==> src/hdl/irc_params.svh <==
/*
 * Constants of the remote command handler.
 * Assumes inclusion by its bare name from any file that needs them.
 */
`ifndef IRC_PARAMS_SVH
`define IRC_PARAMS_SVH

// Register byte offsets on the plain register port.
`define IRC_ADDR_SOURCE       8'h00
`define IRC_ADDR_EXTENDED     8'h04
`define IRC_ADDR_ASSIGN_LO    8'h08
`define IRC_ADDR_ASSIGN_HI    8'h0c
`define IRC_ADDR_STATUS       8'h10
`define IRC_ADDR_FIXED_ASSIGN 8'h14

// Reset values.
`define IRC_SOURCE_RESET      9'h000
`define IRC_EXTENDED_RESET    8'h00
`define IRC_ASSIGN_LO_RESET   32'h76543210
`define IRC_ASSIGN_HI_RESET   4'h8

// Positions of the master-to-device bits for station 1.
`define IRC_BIT_FORWARD       0
`define IRC_BIT_REVERSE       1
`define IRC_BIT_ASSIGN_FIRST  2
`define IRC_BIT_OUTPUT_STOP   9
`define IRC_BIT_SELF_HOLD     10
`define IRC_BIT_RESET_FUNC    11
`define IRC_BIT_MONITOR       12
`define IRC_BIT_FREQ_RAM      13
`define IRC_BIT_FREQ_EEPROM   14
`define IRC_BIT_INSTR_EXEC    15
`define IRC_BIT_ERROR_RESET   26

// Initial setup time after reset, in clock cycles.
`define IRC_INIT_CYCLES       100

`endif

==> src/hdl/irc_pkg.sv <==
/*
 * Types shared by the remote command handler files.
 * Assumes nothing beyond a SystemVerilog compiler.
 */
package irc_pkg;

    // Request engine states.
    typedef enum logic [2:0] {
        IRC_IDLE       = 3'b000,
        IRC_RAM_WRITE  = 3'b001,
        IRC_EE_WRITE   = 3'b010,
        IRC_INSTR_ISSUE = 3'b011,
        IRC_INSTR_WAIT = 3'b100
    } irc_state_t;

endpackage

==> src/hdl/irc_handler.sv <==
/*
 * Remote command handler: decodes the cyclic bits and words that the
 * network master sends into run, stop and terminal commands, and runs
 * the monitor, frequency write, instruction and error reset handshakes
 * toward the inverter core.
 * Assumes link bits, link words and core signals are on the same clock,
 * and that the master holds each request until its completion flag.
 */
// Our own choices: the address-and-strobe port and the placing of the registers.
//
// Function
// - Forward bit on starts forward, off stops.
// - Reverse bit on starts reverse, off stops.
// - Both run bits on means stop.
// - Output stop bit asserts output shutoff.
// - Seven speed/jog/select bits drive assigned functions.
// - Self-hold and reset bits drive assigned functions.
// - Run and stop bits cannot be reassigned.
// - Command source setting masks some assignable bits.
// - Monitor request loads words, then sets valid.
// - Monitor words refresh while request stays on.
// - Volatile write stores to RAM, then done.
// - Nonvolatile write with volatile bit off stores RAM and EEPROM, then done.
// - Instruction request runs all six slot codes.
// - Instruction done only after all slots executed.
// - Failed slot gets nonzero reply, zero success.
// - Error reset acts only during inverter fault.
// - Set frequency echoed while volatile bit on.
// - Extended mode zero runs one simultaneous request.
// - Bit positions given are station 1's.
// - Write done flags clear when request drops.
// - Monitoring valid clears when request drops.
// - Error status sets when protection trips.
// - Station ready sets after initial setup.
`timescale 1ns/1ps
`include "irc_params.svh"
module irc_handler #(
    parameter int SLOTS       = 6,
    parameter int WORD_W      = 16,
    parameter int MONITORS    = 6,
    parameter int ASSIGNABLE  = 9,
    parameter int FUNCS       = 16,
    parameter int INIT_CYCLES = `IRC_INIT_CYCLES
) (
    // Clock, enable and reset.
    input  wire logic                         clock,
    input  wire logic                         ce,
    input  wire logic                         resetn,
    // Register port.
    input  wire logic [7:0]                   reg_addr,
    input  wire logic [31:0]                  reg_wdata,
    input  wire logic                         reg_write,
    input  wire logic                         reg_read,
    output logic      [31:0]                  reg_rdata,
    // Cyclic bits and words from the master.
    input  wire logic [31:0]                  link_bits,
    input  wire logic [WORD_W-1:0]            set_frequency_word,
    input  wire logic [SLOTS*WORD_W-1:0]      instruction_code_word,
    input  wire logic [$clog2(SLOTS)-1:0]     reply_index,
    // Cyclic flags and words to the master.
    output logic                              monitoring_valid_flag,
    output logic                              freq_volatile_done_flag,
    output logic                              freq_nonvolatile_done_flag,
    output logic                              instruction_exec_done_flag,
    output logic                              error_status_flag,
    output logic                              station_ready_flag,
    output logic      [MONITORS*WORD_W-1:0]   monitor_value_word,
    output logic      [WORD_W-1:0]            freq_echo_word,
    output logic      [WORD_W-1:0]            reply_code_word,
    // Inverter core commands.
    output logic                              forward_run,
    output logic                              reverse_run,
    output logic                              output_shutoff_function,
    output logic      [FUNCS-1:0]             terminal_function,
    output logic                              inverter_reset,
    // Inverter core monitor, storage and instruction handshakes.
    input  wire logic [MONITORS*WORD_W-1:0]   monitor_data,
    output logic      [WORD_W-1:0]            core_freq_data,
    output logic                              ram_write_req,
    input  wire logic                         ram_write_ack,
    output logic                              eeprom_write_req,
    input  wire logic                         eeprom_write_ack,
    output logic                              instr_req,
    output logic      [WORD_W-1:0]            instr_code,
    input  wire logic                         instr_ack,
    input  wire logic [WORD_W-1:0]            instr_result,
    // Inverter fault level.
    input  wire logic                         inverter_fault
);

    localparam int SW = $clog2(SLOTS);
    localparam int IW = $clog2(INIT_CYCLES + 1);

    typedef struct packed {
        logic [ASSIGNABLE-1:0]      source_mask;
        logic [7:0]                 extended;
        logic [ASSIGNABLE*4-1:0]    assign_codes;
        logic [31:0]                rdata;
        logic [31:0]                prev_bits;
        logic                       prev_fault;
        logic [2:0]                 pending;
        irc_pkg::irc_state_t        fsm;
        logic [SW-1:0]              slot;
        logic                       monitor_valid;
        logic                       ram_done;
        logic                       ee_done;
        logic                       instr_done;
        logic                       error_status;
        logic                       station_ready;
        logic [IW-1:0]              init_count;
        logic [MONITORS*WORD_W-1:0] monitor_words;
        logic [WORD_W-1:0]          freq_echo;
        logic [WORD_W-1:0]          freq_data;
        logic                       forward;
        logic                       reverse;
        logic                       shutoff;
        logic [FUNCS-1:0]           functions;
        logic                       reset_pulse;
    } irc_state_t;

    irc_state_t state;
    irc_state_t next_state;

    logic [ASSIGNABLE-1:0] assign_bits;
    logic [ASSIGNABLE-1:0] masked_bits;
    logic [FUNCS-1:0]      decoded_functions;
    logic [2:0]            request_level;
    logic [2:0]            request_rise;
    logic [2:0]            accepted;
    logic                  reply_we;
    logic [WORD_W-1:0]     reply_wdata;

    // Station 1 positions; other stations are remapped by the link layer.
    assign request_level = {link_bits[`IRC_BIT_INSTR_EXEC],
                            link_bits[`IRC_BIT_FREQ_EEPROM],
                            link_bits[`IRC_BIT_FREQ_RAM]};
    assign request_rise  = request_level
                         & ~{state.prev_bits[`IRC_BIT_INSTR_EXEC],
                            state.prev_bits[`IRC_BIT_FREQ_EEPROM],
                            state.prev_bits[`IRC_BIT_FREQ_RAM]};

    // In extended mode zero only the first of simultaneous rises is taken.
    always_comb begin
        accepted = request_rise;
        if (state.extended == `IRC_EXTENDED_RESET) begin
            if (request_rise[0]) begin
                accepted = 3'h1;
            end else if (request_rise[1]) begin
                accepted = 3'h2;
            end
        end
    end

    // Assignable bits: seven contiguous plus the self-hold and reset bits.
    assign assign_bits = {link_bits[`IRC_BIT_RESET_FUNC],
                          link_bits[`IRC_BIT_SELF_HOLD],
                          link_bits[`IRC_BIT_OUTPUT_STOP-1:`IRC_BIT_ASSIGN_FIRST]};
    assign masked_bits = assign_bits & ~state.source_mask;

    // Each assignable bit drives the function its code selects.
    logic [FUNCS-1:0] one_hot [ASSIGNABLE];
    genvar gi;
    generate
        for (gi = 0; gi < ASSIGNABLE; gi++) begin : g_assign
            always_comb begin
                one_hot[gi] = '0;
                one_hot[gi][state.assign_codes[gi*4 +: 4]] = masked_bits[gi];
            end
        end
    endgenerate

    // OR all assigned functions into the terminal function vector.
    always_comb begin
        decoded_functions = '0;
        for (int i = 0; i < ASSIGNABLE; i++) begin
            decoded_functions = decoded_functions | one_hot[i];
        end
    end

    // Reply code store, written once per executed slot.
    irc_reply_mem #(
        .DEPTH (SLOTS),
        .WIDTH (WORD_W)
    ) u_reply_mem (
        .clock  (clock),
        .ce     (ce),
        .resetn (resetn),
        .we     (reply_we),
        .waddr  (state.slot),
        .wdata  (reply_wdata),
        .raddr  (reply_index),
        .rdata  (reply_code_word)
    );

    assign reply_we    = (state.fsm == irc_pkg::IRC_INSTR_WAIT) && instr_ack;
    assign reply_wdata = instr_result;

    // Next state of the whole handler.
    always_comb begin
        next_state = state;
        next_state.prev_bits   = link_bits;
        next_state.prev_fault  = inverter_fault;
        next_state.reset_pulse = 1'b0;

        // Register writes; the fixed-assignment register ignores writes.
        if (reg_write) begin
            unique case (reg_addr)
                `IRC_ADDR_SOURCE: begin
                    next_state.source_mask = reg_wdata[ASSIGNABLE-1:0];
                end
                `IRC_ADDR_EXTENDED: begin
                    next_state.extended = reg_wdata[7:0];
                end
                `IRC_ADDR_ASSIGN_LO: begin
                    next_state.assign_codes[31:0] = reg_wdata;
                end
                `IRC_ADDR_ASSIGN_HI: begin
                    next_state.assign_codes[35:32] = reg_wdata[3:0];
                end
                default: begin
                    next_state.extended = state.extended;
                end
            endcase
        end

        // Register reads, data standing in the following cycle only.
        next_state.rdata = 32'h00000000;
        if (reg_read) begin
            unique case (reg_addr)
                `IRC_ADDR_SOURCE:    next_state.rdata[ASSIGNABLE-1:0] = state.source_mask;
                `IRC_ADDR_EXTENDED:  next_state.rdata[7:0] = state.extended;
                `IRC_ADDR_ASSIGN_LO: next_state.rdata = state.assign_codes[31:0];
                `IRC_ADDR_ASSIGN_HI: next_state.rdata[3:0] = state.assign_codes[35:32];
                `IRC_ADDR_STATUS: begin
                    next_state.rdata[2:0] = state.fsm;
                    next_state.rdata[5:3] = state.pending;
                    next_state.rdata[6]   = state.error_status;
                    next_state.rdata[7]   = state.station_ready;
                end
                default: next_state.rdata = 32'h00000000;
            endcase
        end

        // Run commands; both on or neither on is a stop.
        next_state.forward = link_bits[`IRC_BIT_FORWARD]
                           & ~link_bits[`IRC_BIT_REVERSE];
        next_state.reverse = link_bits[`IRC_BIT_REVERSE]
                           & ~link_bits[`IRC_BIT_FORWARD];
        next_state.shutoff = link_bits[`IRC_BIT_OUTPUT_STOP];
        next_state.functions = decoded_functions;

        // Monitor words follow the core while the request is on.
        if (link_bits[`IRC_BIT_MONITOR]) begin
            next_state.monitor_words = monitor_data;
            next_state.monitor_valid = state.prev_bits[`IRC_BIT_MONITOR];
        end else begin
            next_state.monitor_valid = 1'b0;
        end

        // Set frequency echo while the volatile request is on.
        if (link_bits[`IRC_BIT_FREQ_RAM]) begin
            next_state.freq_echo = set_frequency_word;
        end

        // Pending requests are dropped if the master withdraws them.
        next_state.pending = (state.pending | accepted) & request_level;

        // Done flags fall with their request bits.
        if (!link_bits[`IRC_BIT_FREQ_RAM]) begin
            next_state.ram_done = 1'b0;
        end
        if (!link_bits[`IRC_BIT_FREQ_EEPROM]) begin
            next_state.ee_done = 1'b0;
        end
        if (!link_bits[`IRC_BIT_INSTR_EXEC]) begin
            next_state.instr_done = 1'b0;
        end

        // Request engine: one storage or instruction job at a time.
        unique case (state.fsm)
            irc_pkg::IRC_IDLE: begin
                next_state.slot = '0;
                if (next_state.pending[0]) begin
                    next_state.freq_data = set_frequency_word;
                    next_state.pending[0] = 1'b0;
                    next_state.fsm = irc_pkg::IRC_RAM_WRITE;
                end else if (next_state.pending[1]) begin
                    next_state.freq_data = set_frequency_word;
                    next_state.pending[1] = 1'b0;
                    next_state.fsm = irc_pkg::IRC_RAM_WRITE;
                end else if (next_state.pending[2]) begin
                    next_state.pending[2] = 1'b0;
                    next_state.fsm = irc_pkg::IRC_INSTR_ISSUE;
                end
            end
            irc_pkg::IRC_RAM_WRITE: begin
                if (ram_write_ack) begin
                    if (link_bits[`IRC_BIT_FREQ_EEPROM] && !state.ram_done
                        && !link_bits[`IRC_BIT_FREQ_RAM]) begin
                        next_state.fsm = irc_pkg::IRC_EE_WRITE;
                    end else begin
                        next_state.ram_done = link_bits[`IRC_BIT_FREQ_RAM];
                        next_state.fsm = irc_pkg::IRC_IDLE;
                    end
                end
            end
            irc_pkg::IRC_EE_WRITE: begin
                if (eeprom_write_ack) begin
                    next_state.ee_done = link_bits[`IRC_BIT_FREQ_EEPROM];
                    next_state.fsm = irc_pkg::IRC_IDLE;
                end
            end
            irc_pkg::IRC_INSTR_ISSUE: begin
                next_state.fsm = irc_pkg::IRC_INSTR_WAIT;
            end
            irc_pkg::IRC_INSTR_WAIT: begin
                if (instr_ack) begin
                    if (state.slot == SW'(SLOTS - 1)) begin
                        next_state.instr_done = link_bits[`IRC_BIT_INSTR_EXEC];
                        next_state.fsm = irc_pkg::IRC_IDLE;
                    end else begin
                        next_state.slot = state.slot + SW'(1);
                        next_state.fsm = irc_pkg::IRC_INSTR_ISSUE;
                    end
                end
            end
            default: begin
                next_state.fsm = irc_pkg::IRC_IDLE;
            end
        endcase

        // Initial setup count, then ready until a protective trip.
        if (state.init_count != IW'(INIT_CYCLES)) begin
            next_state.init_count = state.init_count + IW'(1);
        end else if (!state.error_status) begin
            next_state.station_ready = 1'b1;
        end

        // Error reset only acts while a fault is present.
        if (link_bits[`IRC_BIT_ERROR_RESET] && !state.prev_bits[`IRC_BIT_ERROR_RESET]
            && state.error_status && inverter_fault) begin
            next_state.reset_pulse  = 1'b1;
            next_state.error_status = 1'b0;
        end

        // A new trip sets the flag and wins over a reset in the same cycle.
        if (inverter_fault && !state.prev_fault) begin
            next_state.error_status  = 1'b1;
            next_state.station_ready = 1'b0;
        end
    end

    // Register the whole state; the enable freezes everything.
    always_ff @(posedge clock or negedge resetn) begin
        if (!resetn) begin
            state              <= '0;
            state.source_mask  <= `IRC_SOURCE_RESET;
            state.extended     <= `IRC_EXTENDED_RESET;
            state.assign_codes <= {`IRC_ASSIGN_HI_RESET, `IRC_ASSIGN_LO_RESET};
            state.fsm          <= irc_pkg::IRC_IDLE;
        end else if (ce) begin
            state <= next_state;
        end
    end

    // Outputs from the state register; instr_code selects the current slot's input word.
    assign reg_rdata                  = state.rdata;
    assign monitoring_valid_flag      = state.monitor_valid;
    assign freq_volatile_done_flag    = state.ram_done;
    assign freq_nonvolatile_done_flag = state.ee_done;
    assign instruction_exec_done_flag = state.instr_done;
    assign error_status_flag          = state.error_status;
    assign station_ready_flag         = state.station_ready;
    assign monitor_value_word         = state.monitor_words;
    assign freq_echo_word             = state.freq_echo;
    assign forward_run                = state.forward;
    assign reverse_run                = state.reverse;
    assign output_shutoff_function    = state.shutoff;
    assign terminal_function          = state.functions;
    assign inverter_reset             = state.reset_pulse;
    assign core_freq_data             = state.freq_data;
    assign ram_write_req              = state.fsm == irc_pkg::IRC_RAM_WRITE;
    assign eeprom_write_req           = state.fsm == irc_pkg::IRC_EE_WRITE;
    assign instr_req                  = state.fsm == irc_pkg::IRC_INSTR_ISSUE;
    assign instr_code = instruction_code_word[state.slot*WORD_W +: WORD_W];

endmodule

==> src/hdl/irc_reply_mem.sv <==
/*
 * Reply code memory, one word per slot, registered read.
 * Assumes a single clock and one write port and one read port.
 */
`timescale 1ns/1ps
module irc_reply_mem #(
    parameter int DEPTH = 6,
    parameter int WIDTH = 16
) (
    // Clock, enable and reset.
    input  wire logic                     clock,
    input  wire logic                     ce,
    input  wire logic                     resetn,
    // Write port.
    input  wire logic                     we,
    input  wire logic [$clog2(DEPTH)-1:0] waddr,
    input  wire logic [WIDTH-1:0]         wdata,
    // Read port, data one cycle after the address.
    input  wire logic [$clog2(DEPTH)-1:0] raddr,
    output logic      [WIDTH-1:0]         rdata
);

    typedef struct packed {
        logic [DEPTH-1:0][WIDTH-1:0] mem;
        logic [WIDTH-1:0]            rdata;
    } irc_mem_state_t;

    irc_mem_state_t state;
    irc_mem_state_t next_state;

    // Store the written word and register the addressed word.
    always_comb begin
        next_state = state;
        if (we) begin
            next_state.mem[waddr] = wdata;
        end
        next_state.rdata = state.mem[raddr];
    end

    // All words read as zero, meaning success, after reset.
    always_ff @(posedge clock or negedge resetn) begin
        if (!resetn) begin
            state <= '0;
        end else if (ce) begin
            state <= next_state;
        end
    end

    assign rdata = state.rdata;

endmodule

==> config.mk <==
export PLATFORM = sky130hd
export DESIGN_NAME = irc_handler
export DESIGN_NICKNAME = d
export VERILOG_FILES = /design/src/hdl/irc_pkg.sv /design/src/hdl/irc_handler.sv /design/src/hdl/irc_reply_mem.sv
export VERILOG_INCLUDE_DIRS = /design/src /design/src/hdl
export SDC_FILE = /design/constraint.sdc
export NUM_CORES = 1
export LEC_CHECK = 0
export BUFFER_PORTS_ARGS = -buffer_cell sky130_fd_sc_hd__buf_2
export CORE_UTILIZATION = 45
export DETAILED_ROUTE_END_ITERATION = 8
export GPL_TIMING_DRIVEN = 1
export HOLD_SLACK_MARGIN = 0.03
export PLACE_DENSITY = 0.73
export SLEW_MARGIN = 30
export SYNTH_ARGS = -nofsm -noshare
export SYNTH_HDL_FRONTEND = slang
export SYNTH_HIERARCHICAL = 1
export SYNTH_SLANG_ARGS = --single-unit
==> constraint.sdc <==
create_clock -name clock -period 6.36 [get_ports clock]
set_clock_uncertainty 0.05 [all_clocks]
set_input_delay 1.59 -clock clock [delete_from_list [all_inputs] [get_ports clock]]
set_output_delay 1.59 -clock clock [all_outputs]
set_load 0.1 [all_outputs]
**Yosys cells after proc, flatten, opt, wreduce, memory -nomap -nowiden**

Index checks and enable logic that the tools add are counted.

- Output and inout port bits: 221
- Register bits: 395
- Word-level logic and storage cells: 204

- Shift operators: 1
- Reduce and logical (&&, ||, !) cells: 40
- Eq/ne operators: 17
- Magnitude comparators: 21
- $add $sub $neg: 2
- Muxes and demuxes: 64
- Bitwise operators: 27

Operators by type and width:

| kind | number |
|---|---|
| 16-bit bitwise AND | 9 |
| 16-bit OR | 8 |
| 96-bit bitwise mux | 1 |
| 96-bit by 8-bit indexed part select with 16-bit output | 1 |
| 16-bit two-way mux | 4 |
| 16-bit binary-select mux with 3-bit select | 1 |
| 16-bit demux with 3-bit select | 1 |
| 4-bit by 5-bit < comparator with 1-bit output, second input constant | 9 |
| 1-bit demux with 4-bit select | 9 |
| 4-bit by 1-bit >= comparator with 1-bit output, second input constant | 9 |
| 32-bit two-way mux | 1 |
| 3-bit two-way mux | 10 |
| 1-bit two-way mux | 26 |
| 23-bit two-way mux | 1 |
| 4-bit case mux with 5 select lines | 1 |
| 3-bit AND reduction | 6 |
| 1-bit logical AND | 17 |
| 8-bit by 4-bit equality test with 1-bit output, second input constant | 2 |
| 8-bit logical NOT | 2 |
| 4-bit case mux with 4 select lines | 1 |
| 3-bit case mux with 5 select lines | 1 |
| 2-bit AND reduction | 5 |
| 9-bit bitwise AND | 1 |
| 9-bit inverter | 1 |
| 27 further kinds | 45 |

**Longest topological paths before layout**

- Depth in word-level cells: 13
- Depth in mapped cells: 8
- Mapped depth without buffers: 6

**By module**

Netlist, hierarchy kept.

Modules (own cells, without submodules):

| module | cells an instance | area each (um2) | instances |
|---|---|---|---|
| irc_handler | 1167 | 13721.9 | 1 |
| irc_reply_mem | 338 | 5056.1 | 1 |

**Least setup slack after synthesis**

OpenSTA, ideal clock, no wires.

- Kind: in2out
- Start: in instruction_code_word[16]
- End: out instr_code[0]
- Slack: 1.452 ns
- Data arrival time: 3.268 ns
- Stages: 3
- Path buffers: 0
- Cell sequence: mux4_2 > inv_1 > o22ai_1

- Cells in the longest elaborated chain, start to end: 1

RTL lines:

| element | line | RTL |
|---|---|---|
| start, declared | irc_handler.sv:58 | `input wire logic [SLOTS*WORD_W-1:0] instruction_code_word,` |
| 96-bit by 8-bit indexed part select with 16-bit output | irc_handler.sv:385 | `assign instr_code = instruction_code_word[state.slot*WORD_W +: WORD_W];` |
| end, declared | irc_handler.sv:84 | `output logic [WORD_W-1:0] instr_code,` |

Every way passes these cells.

**Worst setup path in the final report**

- Start: reg state[163]
- End: out instr_code[0]

- Cells in the longest elaborated chain, start to end: 1

RTL lines:

| element | line | RTL |
|---|---|---|
| start, declared | irc_handler.sv:121 | `irc_state_t state;` |
| start signal, assigned | irc_handler.sv:362 | `state <= next_state;` |
| 96-bit by 8-bit indexed part select with 16-bit output | irc_handler.sv:385 |  |

Every way passes these cells.

==> parameters.txt <==
Parameter                              Value

Drt
  Number of vias after detailed routing ... 13.3k
  Routed length per instance ... 21.4 um
  Vias per cell ... 5.61
  Pre-Repair DR Iteration Count ... 8
  Total routed wirelength ... 50.6 mm
  Detailed router's first-iteration violation count ... 965
  Post-detailed-route DRC marker count ... 112
  Final ANT Viol Nets ... 0

STA
  Number of failing setup endpoints in the final timing report ... 0
  F_max ... 207 MHz
  Worst Tran Pin Value ... 0.996 ns
  Hold violation total from the final report ... 0
  Remaining max-slew budget at the tightest pin ... 0.336
  Setup slack of the critical path after layout ... 1.54 ns
  Accumulated negative setup slack ... 0 ns
  Period utilisation layout ... 0.758
  Max-slew violation count ... 0
  Final worst path period need ... 4.82 ns
  Unrepaired setup endpoints after global routing ... no

Logic synthesis
  Synth Cell Area ... 18800 um^2
  Sequential fraction of the synthesis area ... 0.498
  Post-synthesis area per instance ... 12.5 um^2
  Main combinational cell family by area after synthesis ... multiplexers
  Number of instances in the synthesized netlist ... 1505
  Count of warnings emitted by yosys ... 6
  Post-synthesis compound-gate area fraction ... 0.0798
  Post-Synthesis Net Count ... 1817
  Top_reg_cell synth ... sky130_fd_sc_hd__dfrtp_1
  Yosys reg bits ... 373
  Count of flip-flops with a built-in enable after synthesis ... 0
  Adder and majority cell fraction of the synthesized area ... 0.00320
  Mux contribution to synthesized area ... 0.235
  Xor and xnor fraction of the mapped netlist area ... 0.00280
  Async S/R FF share, synth ... 1.00
  Simple-gate share of the synthesized area ... 0.0768
  Number of distinct library cells after synthesis ... 73

Placement
  Buffers added on ports ... 513
  Half-perimeter wire length of the detailed placement result ... 35.9 mm
  Global placer's final weighted congestion ... 0.916
  Setup slack after placement ... 1.96 ns

CTS
  Post-CTS Repair Setup Buffers ... 0
  Clock Pin Slew Worst Setup and Hold Paths ... 0.06 ns
  Cts hold-fix bufs ... 0
  Clock sink count ... 373
  Post-cts resize count ... 0
  CTS buffer count ... 41
  Insertion delay of the later-clocked pin in the worst-skew pair ... 0.58 ns
  Clock root buffer master ... sky130_fd_sc_hd__clkbuf_16
  H-tree levels ... 2
  TritonCTS clock tree ... yes
  Max clock buf depth ... 3

Die
  Top-level port count ... 529
  Width of the die ... 206 um
  Starting utilization of the core area ... 0.458
  Number of rows created at floorplan ... 74
  Floorplan die area ... 42500 um^2
  Die height ... 206 um
  Core box area ... 41000 um^2

Worst setup path
  Critical path startpoint category ... flop
  Worst setup slack for register-to-register paths ... 3.73 ns
  Worst path required time ... 4.72 ns
  Classification of the worst setup path ... reg -> out
  Worst Setup End Kind ... output pin
  CP Max Fanout ... 27
  Crit path DAT ... 3.18 ns

Status
  Outcome ... complete, but fails checks
  Violated checks ... design-rule violations

Global route
  Gr ovfl total ... 0
  Largest net degree at the start of global routing ... 134
  Wire length of the first global-routing pass ... 74.8 mm
  Vias in the first global route ... 13.0k
  All-layer global routing usage ... 0.229
  Antenna violations before repair ... 8

Finish
  Highest-count cells in the layout ignoring fill and taps ... sky130_fd_sc_hd__buf_2 (510), sky130_fd_sc_hd__dfrtp_1 (358), sky130_fd_sc_hd__mux2_2 (285), sky130_fd_sc_hd__o22ai_1 (60), sky130_fd_sc_hd__nor2_1 (49)
  Synth-to-Final Area Change ... 15.5%
  Final-stage net count ... 2109
  Core Util, Final ... 0.529
  Share of final-layout standard cells stronger than drive strength 1 ... 0.522
  Most common cell after layout, fill and taps aside ... sky130_fd_sc_hd__buf_2

Flow run
  Max-cap violations ... 0

Power
  Leakage power of the design ... 10.3 nW
  P per Cell Area ... 368 nW/um^2
  Highest ir drop seen on vdd ... 0.514 mV

Worst hold path
  Min-Delay Path Class ... reg -> reg
cells by family after synthesis:
kind of cell    count (synthesis)
flops                         373
mux                           359
buf+inv                       312
simple gates                  233
compound gates                217
xor+xnor                        6
fa+ha+maj                       5
flip-flops by register name (all words and copies together) (netlist names):
register / cells
station_ready_flag: 1
core_freq_data: 16
monitoring_valid_flag: 1
reverse_run: 1
instruction_exec_done_flag: 1
reg_rdata: 32
freq_volatile_done_flag: 1
freq_nonvolatile_done_flag: 1
u_reply_mem/rdata: 16
terminal_function: 16
error_status_flag: 1
u_reply_mem/state: 96
state: 76
monitor_value_word: 96
inverter_reset: 1
freq_echo_word: 16
forward_run: 1
worst paths after layout:
path	start	cells after the start	endpoint
worst max-delay path	state[163]	3	instr_code[0]
worst min-delay path	state[154]	1	state[154]
worst max register to register	state[164]	5	u_reply_mem/state[22]
worst min register to register	state[154]	1	state[154]
max in group asynchronous	resetn	3	state[183]
min in group asynchronous	resetn	1	u_reply_mem/rdata[9]
where the power goes:
part	leakage, nW	switching [mW]	internal (mW)
registers	4.77	0.241	2.67
clock network	0.629	0.982	1.30
logic	4.94	2.15	0.637
total	10.3	3.37	4.61
layer usage:
| metal | global-route usage | vias up | wire length (um) |
|---|---|---|---|
| met4 | 0.0746 | 8 | 1270 |
| met5 | 0 | - | 58 |
| met1 | 0.303 | 6705 | 21000 |
| li1 | - | 5904 | - |
| met3 | 0.0719 | 93 | 4360 |
| met2 | 0.356 | 566 | 23800 |
cells in the mapped netlist (14+ instances only):
cell                       instances  area (um^2)
sky130_fd_sc_hd__nor2_1           49          184
sky130_fd_sc_hd__clkbuf_1         47          176
sky130_fd_sc_hd__a22o_1           28          245
sky130_fd_sc_hd__nand2b_1         23          144
sky130_fd_sc_hd__mux4_2           32          721
sky130_fd_sc_hd__or4bb_1          16          180
sky130_fd_sc_hd__nand2_1          33          124
sky130_fd_sc_hd__mux2_2          285         3210
sky130_fd_sc_hd__dfrtp_1         360         9010
sky130_fd_sc_hd__a21oi_1          30          150
sky130_fd_sc_hd__mux2i_1          25          250
sky130_fd_sc_hd__buf_4           196         1470
sky130_fd_sc_hd__buf_2            14         70.1
sky130_fd_sc_hd__a22oi_1          23          173
sky130_fd_sc_hd__inv_1            36          135
sky130_fd_sc_hd__o21ai_0          21          105
sky130_fd_sc_hd__nor3_1           29          145
sky130_fd_sc_hd__o22ai_1          60          375
final cells by class:
class / count / area (um^2)
antenna: 5 / 12.5
clock buffer: 65 / 1190
clock inverter: 9 / 108
fill: 3518 / 19300
inverter: 37 / 139
multi-input combinational: 820 / 7490
sequential: 373 / 9360
tap: 532 / 666
timing repair buffer: 524 / 2730
stage by stage:
| step | area [um^2] | power [mW] | hold WS (ns) | std cells |
|---|---|---|---|---|
| floorplan | 18800 | 5.41 | 0.391 | 1505 |
| global placement | 20300 | 5.67 | 0.413 | 2283 |
| detailed placement | 20300 | 5.73 | 0.408 | 2283 |
| CTS | 21600 | 8.05 | 0.425 | 2357 |
| global route | 21700 | 8.30 | 0.454 | 2362 |
| finish | 21700 | 7.98 | 0.423 | 2365 |
worst max-delay path, stage by stage, from the launching register on:
cell                      delay [ns]
sky130_fd_sc_hd__dfrtp_1        0.99
sky130_fd_sc_hd__nand2_1        0.67
sky130_fd_sc_hd__o22ai_1        0.45
sky130_fd_sc_hd__buf_2          0.50
Power figures use the tool's default switching activity.
